==> src/hw/dsw_pkg.sv <==
package dsw_pkg;
    // Wiper code width and power-on midscale preset
    localparam int CODE_W = 8;
    localparam logic [7:0] MIDSCALE_CODE = 8'h80;
    // Fixed upper six bits of the serial address
    localparam logic [5:0] ADDR_HIGH = 6'h16;
    // Instruction byte field positions
    localparam int INSTR_RS_POS = 6;
    localparam int INSTR_SD_POS = 5;
    // Address byte read/write bit position
    localparam int ADDR_RW_POS = 0;
    // Bits per byte and the ninth (acknowledge) slot
    localparam logic [3:0] BITS_PER_BYTE = 4'h8;
    localparam logic [3:0] ACK_SLOT = 4'h9;
    // Protocol selector levels
    localparam logic SEL_SPI = 1'b0;
    localparam logic SEL_I2C = 1'b1;
    // Serial slave phases
    typedef enum logic [2:0] {
        DSW_IDLE,
        DSW_ADDR,
        DSW_INSTR,
        DSW_WDATA,
        DSW_RDATA,
        DSW_IGNORE
    } dsw_phase_t;
endpackage : dsw_pkg

==> src/hw/dsw_wiper_ctrl.sv <==
`timescale 1ns/1ps
module dsw_wiper_ctrl (
    input wire logic mclk_i,
    input wire logic nrst_i,
    input wire logic interface_select_i,
    input wire logic cs_n_i,
    input wire logic sclk_i,
    input wire logic sdi_i,
    output logic sdo_oe_o,
    output logic sda_o,
    output logic sda_oe_o,
    output logic [dsw_pkg::CODE_W-1:0] wiper_code_o,
    output logic shutdown_o,
    output logic [dsw_pkg::CODE_W-1:0] tap_a_dist_o
);
    import dsw_pkg::*;

    // Address byte hit: fixed high bits plus strap level
    function automatic logic addr_hit(input logic [7:0] b, input logic strap);
        return b[7:1] == {ADDR_HIGH, strap};
    endfunction : addr_hit

    // Synchronised pins
    logic [4:0] pins_s;
    logic sel_s, cs_s, clk_s, dat_s;
    // Previous samples for edge finding
    logic clk_d_r, cs_d_r, dat_d_r;
    logic clk_rise, clk_fall, cs_rise, start_c, stop_c;
    // Shift register shared by both protocols
    logic [7:0] shift_r;
    logic [7:0] wiper_code_r;
    logic shutdown_r;
    // I2C slave state
    dsw_phase_t phase_r;
    logic [3:0] bit_cnt_r;
    logic ack_slot_r;
    // Read bit drive window
    logic rd_en_r;
    logic rs_pend_r, sd_pend_r;
    logic [7:0] tx_r;

    dsw_sync u_sync (
        .mclk_i(mclk_i),
        .nrst_i(nrst_i),
        .async_i({interface_select_i, cs_n_i, sclk_i, sdi_i, 1'b1}),
        .sync_o(pins_s)
    );
    assign sel_s = pins_s[4];
    assign cs_s = pins_s[3];
    assign clk_s = pins_s[2];
    assign dat_s = pins_s[1];

    // Edge history of synchronised pins
    always_ff @(posedge mclk_i) begin
        if (!nrst_i) begin
            clk_d_r <= 1'b1;
            cs_d_r <= 1'b1;
            dat_d_r <= 1'b1;
        end else begin
            clk_d_r <= clk_s;
            cs_d_r <= cs_s;
            dat_d_r <= dat_s;
        end
    end

    assign clk_rise = clk_s & ~clk_d_r;
    assign clk_fall = ~clk_s & clk_d_r;
    assign cs_rise = cs_s & ~cs_d_r;
    // Start and stop: data moves while clock high
    assign start_c = clk_s & clk_d_r & dat_d_r & ~dat_s;
    assign stop_c = clk_s & clk_d_r & ~dat_d_r & dat_s;

    // Shift register; also the daisy-chain source
    always_ff @(posedge mclk_i) begin
        if (!nrst_i) begin
            shift_r <= 8'h00;
        end else if (sel_s == SEL_SPI) begin
            if (!cs_s && clk_rise) begin
                shift_r <= {shift_r[6:0], dat_s};
            end
        end else if (start_c) begin
            shift_r <= 8'h00;
        end else if (clk_rise && bit_cnt_r < BITS_PER_BYTE) begin
            shift_r <= {shift_r[6:0], dat_s};
        end
    end

    // I2C phase and bit counter; ninth clock is the ack slot
    always_ff @(posedge mclk_i) begin
        if (!nrst_i) begin
            phase_r <= DSW_IDLE;
            bit_cnt_r <= 4'h0;
            rs_pend_r <= 1'b0;
            sd_pend_r <= 1'b0;
        end else if (sel_s != SEL_I2C || stop_c) begin
            phase_r <= DSW_IDLE;
            bit_cnt_r <= 4'h0;
        end else if (start_c) begin
            phase_r <= DSW_ADDR;
            bit_cnt_r <= 4'h0;
        end else if (clk_fall && bit_cnt_r == ACK_SLOT) begin
            // End of ninth clock: byte fully handled
            bit_cnt_r <= 4'h0;
            case (phase_r)
                DSW_ADDR: begin
                    if (addr_hit(shift_r, cs_s)) begin
                        phase_r <= shift_r[ADDR_RW_POS] ? DSW_RDATA : DSW_INSTR;
                    end else begin
                        phase_r <= DSW_IGNORE;
                    end
                end
                DSW_INSTR: begin
                    rs_pend_r <= shift_r[INSTR_RS_POS];
                    sd_pend_r <= shift_r[INSTR_SD_POS];
                    phase_r <= DSW_WDATA;
                end
                DSW_WDATA: phase_r <= DSW_IGNORE;
                DSW_RDATA: phase_r <= DSW_IGNORE;
                default: phase_r <= phase_r;
            endcase
        // Counts the ack clock too, so the ninth fall is seen
        end else if (clk_rise && bit_cnt_r < ACK_SLOT && phase_r != DSW_IDLE) begin
            bit_cnt_r <= bit_cnt_r + 4'h1;
        end
    end

    // Ack is driven during ninth clock of accepted bytes
    always_ff @(posedge mclk_i) begin
        if (!nrst_i) begin
            ack_slot_r <= 1'b0;
        end else if (sel_s != SEL_I2C || start_c || stop_c) begin
            ack_slot_r <= 1'b0;
        end else if (clk_fall && bit_cnt_r == ACK_SLOT) begin
            ack_slot_r <= 1'b0;
        // ack from eighth fall to ninth fall
        end else if (clk_fall && bit_cnt_r == BITS_PER_BYTE) begin
            case (phase_r)
                DSW_ADDR: ack_slot_r <= addr_hit(shift_r, cs_s);
                DSW_INSTR: ack_slot_r <= 1'b1;
                DSW_WDATA: ack_slot_r <= 1'b1;
                default: ack_slot_r <= 1'b0;
            endcase
        end
    end

    // Read drive window: address ack end to eighth fall
    // Released while clock is low, so no false stop is made
    always_ff @(posedge mclk_i) begin
        if (!nrst_i) begin
            rd_en_r <= 1'b0;
        end else if (sel_s != SEL_I2C || start_c || stop_c) begin
            rd_en_r <= 1'b0;
        end else if (clk_fall && bit_cnt_r == ACK_SLOT && phase_r == DSW_ADDR) begin
            rd_en_r <= addr_hit(shift_r, cs_s) & shift_r[ADDR_RW_POS];
        end else if (clk_fall && bit_cnt_r == BITS_PER_BYTE) begin
            rd_en_r <= 1'b0;
        end
    end

    // Read data shifter, loaded as the address ack ends
    always_ff @(posedge mclk_i) begin
        if (!nrst_i) begin
            tx_r <= 8'h00;
        end else if (clk_fall && bit_cnt_r == ACK_SLOT && phase_r == DSW_ADDR) begin
            tx_r <= wiper_code_r;
        end else if (clk_fall && phase_r == DSW_RDATA && bit_cnt_r != 4'h0) begin
            tx_r <= {tx_r[6:0], 1'b0};
        end
    end

    // Wiper code: preset, SPI load, I2C data byte
    always_ff @(posedge mclk_i) begin
        if (!nrst_i) begin
            wiper_code_r <= MIDSCALE_CODE;
        end else if (sel_s == SEL_SPI && cs_rise) begin
            wiper_code_r <= shift_r;
        end else if (sel_s == SEL_I2C && phase_r == DSW_WDATA && clk_fall
                     && bit_cnt_r == ACK_SLOT) begin
            wiper_code_r <= rs_pend_r ? MIDSCALE_CODE : shift_r;
        end
    end

    // Shutdown flag; code is left untouched
    always_ff @(posedge mclk_i) begin
        if (!nrst_i) begin
            shutdown_r <= 1'b0;
        end else if (sel_s == SEL_I2C && phase_r == DSW_WDATA && clk_fall
                     && bit_cnt_r == ACK_SLOT) begin
            shutdown_r <= sd_pend_r;
        end
    end

    // Registered pin and tap outputs
    always_ff @(posedge mclk_i) begin
        if (!nrst_i) begin
            sdo_oe_o <= 1'b0;
            sda_o <= 1'b0;
            sda_oe_o <= 1'b0;
            wiper_code_o <= MIDSCALE_CODE;
            shutdown_o <= 1'b0;
            tap_a_dist_o <= ~MIDSCALE_CODE;
        end else begin
            // pull low only, chain MSB out
            sdo_oe_o <= (sel_s == SEL_SPI) & ~shift_r[7];
            sda_o <= 1'b0;
            sda_oe_o <= ack_slot_r | (rd_en_r & ~tx_r[7]);
            wiper_code_o <= wiper_code_r;
            shutdown_o <= shutdown_r;
            tap_a_dist_o <= 8'hff - wiper_code_r;
        end
    end

    AST_STRAP: assert property (@(posedge mclk_i) disable iff (!nrst_i)
        (sel_s && phase_r == DSW_ADDR && clk_fall && bit_cnt_r == ACK_SLOT
         && shift_r[7:1] != {ADDR_HIGH, cs_s}) |=> phase_r == DSW_IGNORE)
        else $error("address mismatch not ignored");
    AST_CSLOAD: assert property (@(posedge mclk_i) disable iff (!nrst_i)
        (!sel_s && cs_rise) |=> wiper_code_r == $past(shift_r))
        else $error("chip select rise did not load");
    AST_HOLD: assert property (@(posedge mclk_i) disable iff (!nrst_i)
        (!sel_s && !cs_rise) |=> $stable(wiper_code_r))
        else $error("code changed outside transfer");
    AST_SHIFT: assert property (@(posedge mclk_i) disable iff (!nrst_i)
        (!sel_s && !cs_s && clk_rise) |=> shift_r[0] == $past(dat_s))
        else $error("bit not sampled on rise");
    AST_MID: assert property (@(posedge mclk_i) disable iff (!nrst_i)
        (sel_s && phase_r == DSW_WDATA && clk_fall && bit_cnt_r == ACK_SLOT && rs_pend_r)
        |=> wiper_code_r == MIDSCALE_CODE)
        else $error("midscale reset missed");
    AST_RDREL: assert property (@(posedge mclk_i) disable iff (!nrst_i)
        (rd_en_r && clk_fall && bit_cnt_r == BITS_PER_BYTE) |=> !rd_en_r)
        else $error("read drive not released");
    AST_SDO: assert property (@(posedge mclk_i) disable iff (!nrst_i)
        sdo_oe_o |-> !$past(shift_r[7]))
        else $error("chain output wrong");
    AST_TAPA: assert property (@(posedge mclk_i) disable iff (!nrst_i)
        ##1 (tap_a_dist_o + wiper_code_o == 8'hff))
        else $error("taps not complementary");
    AST_SDCODE: assert property (@(posedge mclk_i) disable iff (!nrst_i)
        $rose(shutdown_r) |-> ##[1:2] wiper_code_o == wiper_code_r)
        else $error("shutdown disturbed code");
    COV_SPI: cover property (@(posedge mclk_i) !sel_s && cs_rise);
    COV_WR: cover property (@(posedge mclk_i) phase_r == DSW_WDATA);
    COV_RD: cover property (@(posedge mclk_i) phase_r == DSW_RDATA);
    COV_SD: cover property (@(posedge mclk_i) $rose(shutdown_r));
endmodule : dsw_wiper_ctrl

==> src/hw/dsw_sync.sv <==
`timescale 1ns/1ps
// Two-stage synchroniser for pin inputs
module dsw_sync (
    input wire logic mclk_i,
    input wire logic nrst_i,
    input wire logic [4:0] async_i,
    output logic [4:0] sync_o
);
    // First stage, read only by the second
    logic [4:0] meta_r;

    // Plain double flop; reset value is idle bus levels
    always_ff @(posedge mclk_i) begin
        if (!nrst_i) begin
            meta_r <= 5'h1f;
            sync_o <= 5'h1f;
        end else begin
            meta_r <= async_i;
            sync_o <= meta_r;
        end
    end
endmodule : dsw_sync

==> config.mk <==
export PLATFORM = sky130hd
export DESIGN_NAME = dsw_wiper_ctrl
export DESIGN_NICKNAME = d
export VERILOG_FILES = /design/src/hw/dsw_pkg.sv /design/src/hw/dsw_wiper_ctrl.sv /design/src/hw/dsw_sync.sv
export SDC_FILE = /design/constraint.sdc
export NUM_CORES = 1
export LEC_CHECK = 0
export ABC_AREA = 1
export ABC_CLOCK_PERIOD_IN_PS = 1800
export BUFFER_PORTS_ARGS = -buffer_cell sky130_fd_sc_hd__buf_2
export CORE_MARGIN = 2
export CORE_UTILIZATION = 55
export CTS_BUF_LIST = sky130_fd_sc_hd__clkbuf_4
export DETAILED_ROUTE_END_ITERATION = 10
export HOLD_SLACK_MARGIN = 0.02
export PLACE_DENSITY = 0.8
export SYNTH_ARGS = -nofsm -noshare
export SYNTH_HDL_FRONTEND = slang
export SYNTH_SLANG_ARGS = --single-unit
==> constraint.sdc <==
create_clock -name mclk_i -period 1.8 [get_ports mclk_i]
set_input_delay 0.18 -clock mclk_i [delete_from_list [all_inputs] [get_ports mclk_i]]
set_output_delay 0.18 -clock mclk_i [all_outputs]
set_load 0.005 [all_outputs]
### Yosys cells after proc, flatten, opt, wreduce, memory -nomap -nowiden

Index checks and enable logic that the tools add are counted.

| storage, ports and cells | value |
|---|---|
| input port bits | 6 |
| register bits after elaboration | 68 |

| operators by class | value |
|---|---|
| reductions and logical operators | 37 |
| mux-type cells | 17 |
| bitwise operators | 23 |
| magnitude comparators | 2 |
| add/subtract/negate cells | 2 |
| equality and inequality tests | 8 |

Operator list:

| cell | number |
|---|---|
| $mux 8 | 9 |
| $logic_and 1x1->1 | 13 |
| $and 1x1->1 | 11 |
| $not 1->1 | 11 |
| $reduce_bool 2->1 | 5 |
| $pmux 3 s3 | 1 |
| $eq 4x4->1 const B | 2 |
| $lt 4x4->1 const B | 2 |
| $reduce_bool 4->1 | 2 |
| $reduce_or 2->1 | 4 |
| $sub 8x8->8 const A | 1 |
| $eq 7x6->1 | 1 |
| $eq 3x2->1 const B | 2 |
| $mux 3 | 2 |
| $reduce_and 2->1 | 3 |
| $reduce_bool 3->1 | 2 |
| $reduce_or 3->1 | 2 |
| $add 4x1->4 const B | 1 |
| $mux 1 | 4 |
| $reduce_and 4->1 | 1 |
| $reduce_or 4->1 | 1 |
| $eq 3x1->1 const B | 1 |
| $eq 3x3->1 const B | 1 |
| $logic_or 1x1->1 | 3 |
| 4 further kinds | 4 |

### Logic depth before layout (Yosys ltp)

| logic depth | value |
|---|---|
| depth after elaboration | 6 |
| depth in mapped cells | 10 |
| mapped depth without buffers | 9 |

### By module

A second synthesis with hierarchy kept.

| unflattened totals | value |
|---|---|
| cell total of the unflattened synthesis | 342 |
| area, all modules | 2686.3 µm² |

By module, submodules not included:

| module | area an instance (µm²) | times used | cells each |
|---|---|---|---|
| dsw_wiper_ctrl | 2399.8 | 1 | 311 |
| dsw_sync | 286.5 | 1 | 31 |

### Least setup slack after synthesis

No wires, ideal clock.

| path | value |
|---|---|
| path type | register -> register |
| from | register bit_cnt_r[1] |
| to | register tx_r[6] |
| setup time | 116 ps |
| slack | 454 ps |
| data required time | 1684 ps |
| stages on the path, launching flop included | 11 |
| period minus slack after synthesis | 1346 ps |
| arrival | 1230 ps |
| buffers on the path | 1 |
| cell sequence | dfxtp_1 -> inv_1 -> ha_1 -> nand2_2 -> nor2_8 -> nand2_4 -> buf_6 -> nand2_1 -> nand2_1 -> nor2_1 -> nor2_1 |

| between the ends | value |
|---|---|
| cells in the longest elaborated chain, start to end | 4 |

RTL lines:

| what | line | RTL |
|---|---|---|
| from (decl) | dsw_wiper_ctrl.sv:35 | `logic [3:0] bit_cnt_r;` |
| from (signal assigned) | dsw_wiper_ctrl.sv:123 | `bit_cnt_r <= bit_cnt_r + 4'h1;` |
| $eq 4x4->1 | dsw_wiper_ctrl.sv:164 | `end else if (clk_fall && bit_cnt_r == ACK_SLOT && phase_r == DSW_ADDR) begin` |
| $logic_and 1x1->1 (2 in a row) | dsw_wiper_ctrl.sv:164 |  |
| $mux 8 or $reduce_bool 2->1 (tied branches) | - |  |
| to (signal assigned) | dsw_wiper_ctrl.sv:165 | `tx_r <= wiper_code_r;` |
| to (signal assigned) | dsw_wiper_ctrl.sv:167 | `tx_r <= {tx_r[6:0], 1'b0};` |
| to (decl) | dsw_wiper_ctrl.sv:40 | `logic [7:0] tx_r;` |

Several ways; a longest one is shown, not always the timed one.
A chain may end at the register's enable or synchronous reset.

### Final worst setup path

Same ends and word-level chain as after synthesis.

==> run_results.csv <==
group,metric,value,unit
status,status,"finished, final reports clean",
cts,cts_buffers,9,
cts,clock_sinks,66,
setup_path,r2r_cells,9,
flow_run,maxCapViolCount,0,
synthesis,ys_ff_latch,66,
floorplanning,dieArea,5310,sq um
synthesis,synth.most_common_cell,"nand2_1",
setup_path,endpoint,"tx_r[6]",
placed_design,hpwl,3390,um
cts,post_cts_buffers,0,
setup_path,cpLargestDelayFamily,"simple AND/OR/NAND/NOR gates",
grt,grt_max_degree,23,
setup_path,arrival,1.84,ns
timing,period_needed,1.55,ns
floorplanning,start_util,56.0,%
cts,clock_latency,0.40,ns
timing,fin_tns_setup,0,ns
power_and_ir_drop,p_per_area,934,nW/um^2
synthesis,postSynthAreaPerCell,7.72,sq um
power_and_ir_drop,p_total,0.00277,W
hold_path,hold_path.class,"input pin to register",
cts,cts_buffer_depth,2,
cts,cts_max_level,3,
route,highest_layer,"met4",
setup_path,setup.worst_path.start_class,"register",
setup_path,rrSetupSlack,0.25,ns
synthesis,syn_nets,348,
setup_path,critPathLaunch,"bit_cnt_r[1]",
timing,worst_slack,0.254,ns
timing,fin_skew,0.0130,ns
floorplanning,row_count,25,
route,routed_wirelength,4710,um
setup_path,critPathKind,"register to register",
route,drt_pass1_iterations,4,
grt,grt_overflow,0,
power_and_ir_drop,leakagePower,1.42,nW
route,routedWlPerCell,11.0,um
setup_path,reg2reg_to,"tx_r[6]",
route,drtIter0Drc,130,
setup_path,cp-end-kind,"register",
timing,setup_viol,0,
grt,grt_usage,19.5,%
route,ant_nets,0,
route,vias,2050,
synthesis,async_flop_share,0,%
setup_path,critPathMaxFanout,16,
synthesis,synth_edf_count,0,
cts,clkTransAtPathRegs,0.11,ns
grt,grt_pass1_vias,1861,
route,wl_met3,188,um
route,drc_errors,0,
route,detailroute.wirelength.met2,2220,um
setup_path,worst-path-stages,9,
setup_path,critical_path.cell_chain,"inv_1 > ha_1 > nand2_2 > nor2_8 > nand2_4 > nand2_4 > nand2_1 > nor2_1 > nor2_1",
layout,fin_nets,381,
timing,rsz0062_at_grt,"false",
route,vias_per_cell,4.77,
synthesis,ys_seq_area_share,50.6,%
cts,clockRootBuffer,"clkbuf_4",
synthesis,synth_cells,338,
synthesis,ys.warnings.count,0,
timing,fin_hold_ws,0.177,ns
floorplanning,die_h,72.9,um
setup_path,worstPathRequired,2.10,ns
synthesis,synth_commonest_cells,"nand2_1, dfxtp_1, inv_1",
synthesis,ys.flop_type,"dfxtp_1",
synthesis,yosys-top-cells-area,"dfxtp_1, nand2_1, inv_1",
setup_path,rr_startpoint,"bit_cnt_r[1]",
layout,n_fill_cell,407,
placed_design,post-place-ws,0.277,ns
route,wl_met1,2250,um
grt,grt_pass1_wl,7870,um
timing,finalHoldViolCount,0,
synthesis,syn_area,2610,sq um
layout,regArea,1320,sq um
power_and_ir_drop,peakVddDrop,676,uV
setup_path,slowest_delay,0.34,ns
setup_path,crit_buf_inv,1,
placed_design,portBuffers,24,
timing,fmax,647,MHz
setup_path,slowest_stage,"dfxtp_1",
synthesis,synth_top_area_share,50.6,%
floorplanning,ios,26,
synthesis,synth_area_leader_cell,"dfxtp_1",
timing,drv_slew,0,
layout,drive_gt1_share,18.9,%
grt,grt_antenna_before_repair,0,
floorplanning,die_width,72.9,um
synthesis,yosysUniqueCellTypes,27,
placed_design,gp_congestion,0.854,
layout,multi_input_area,1030,sq um
layout,synthToLayoutAreaGrowth,13.7,%
timing,timing.final.crit_share,85.9,%
layout,antennaDiodeCount,0,
floorplanning,core,4660,sq um
cts,cts_tree,"built",
[registers in the layout (all words and copies together), names as in the netlist, 3 cells and up]
signal / cells
tap_a_dist_o: 8
phase_r: 3
u_sync.sync_o: 4
shift_r: 8
bit_cnt_r: 4
wiper_code_r: 8
tx_r: 8
wiper_code_o: 8
u_sync.meta_r: 4
[metrics by stage]
stage | instance area (sq um) | instances | utilization (%)
final | 2970 | 430 | 63.6
after global routing | 2970 | 430 | 63.6
after CTS | 2970 | 430 | 63.6
after detailed placement | 2750 | 410 | 59.0
after global placement | 2750 | 410 | 59.0
after floorplan | 2610 | 338 | -
[logic make-up after synthesis]
logic type	synth area share [%]
AOI/OAI and AO/OA	8.83
xor gates and xnor gates	0.336
adders and majority gates	1.92
buffers and inverters	9.69
DFF	50.6
other	0.144
and+or+nand+nor	28.4
[layout make-up]
type / count / share of cell area [%]
clock inverter: 7 / 3.63
sequential: 66 / 44.6
inverter: 53 / 6.71
timing repair buffer: 29 / 5.65
multi-input combinational: 212 / 34.9
tap: 54 / 2.28
clock buffer: 9 / 2.28
[routing by layer]
layer	global-route usage, %	vias up
met5	0	-
met4	7.00	0
met3	8.29	4
met2	32.4	36
met1	22.5	899
li1	-	1111
[what timing repair did]
| item | 4_1_cts | 5_1_grt |
|---|---|---|
| gates resized for setup | 0 | 0 |
| hold buffers | 4 | 0 |
| endpoints found under the hold margin | 4 | 0 |
[layout by cell type, fill, tap and decap left out, types with 2 or more instances in the layout]
master,n
a211oi_1,2
a21oi_1,18
buf_2,24
bufinv_16,3
clkbuf_4,9
clkinv_1,2
clkinv_2,2
dfxtp_1,66
dlygate4sd3_1,4
ha_1,4
inv_1,48
inv_2,5
nand2_1,74
nand2_2,2
nand2_4,3
nand3_1,21
nor2_1,37
nor2_2,9
nor3_1,4
o21ai_0,10
o21ai_1,12
or2_2,9
[worst register-to-register path: stages, from the launching register on]
cell and delay [ns]:
dfxtp_1 0.34, inv_1 0.12, ha_1 0.19, nand2_2 0.09, nor2_8 0.14, nand2_4 0.16
nand2_4 0.18, nand2_1 0.07, nor2_1 0.09, nor2_1 0.05
[worst min path at each step]
stage | end | cells past startpoint | from
CTS | cs_d_r | 3 | nrst_i
global placement | u_sync.meta_r[1] | 2 | sdi_i
global route | cs_d_r | 3 | nrst_i
floorplan | u_sync.meta_r[1] | 1 | sdi_i
finish | cs_d_r | 3 | nrst_i
detailed placement | u_sync.meta_r[4] | 2 | interface_select_i
[power by group]
group / internal, W / leakage, nW / switching, W
Combinational: 0.0000339 / 0.793 / 0.0000561
Sequential: 0.00148 / 0.535 / 0.0000134
Clock: 0.000690 / 0.0948 / 0.000500
Power figures use the tool's default switching activity.
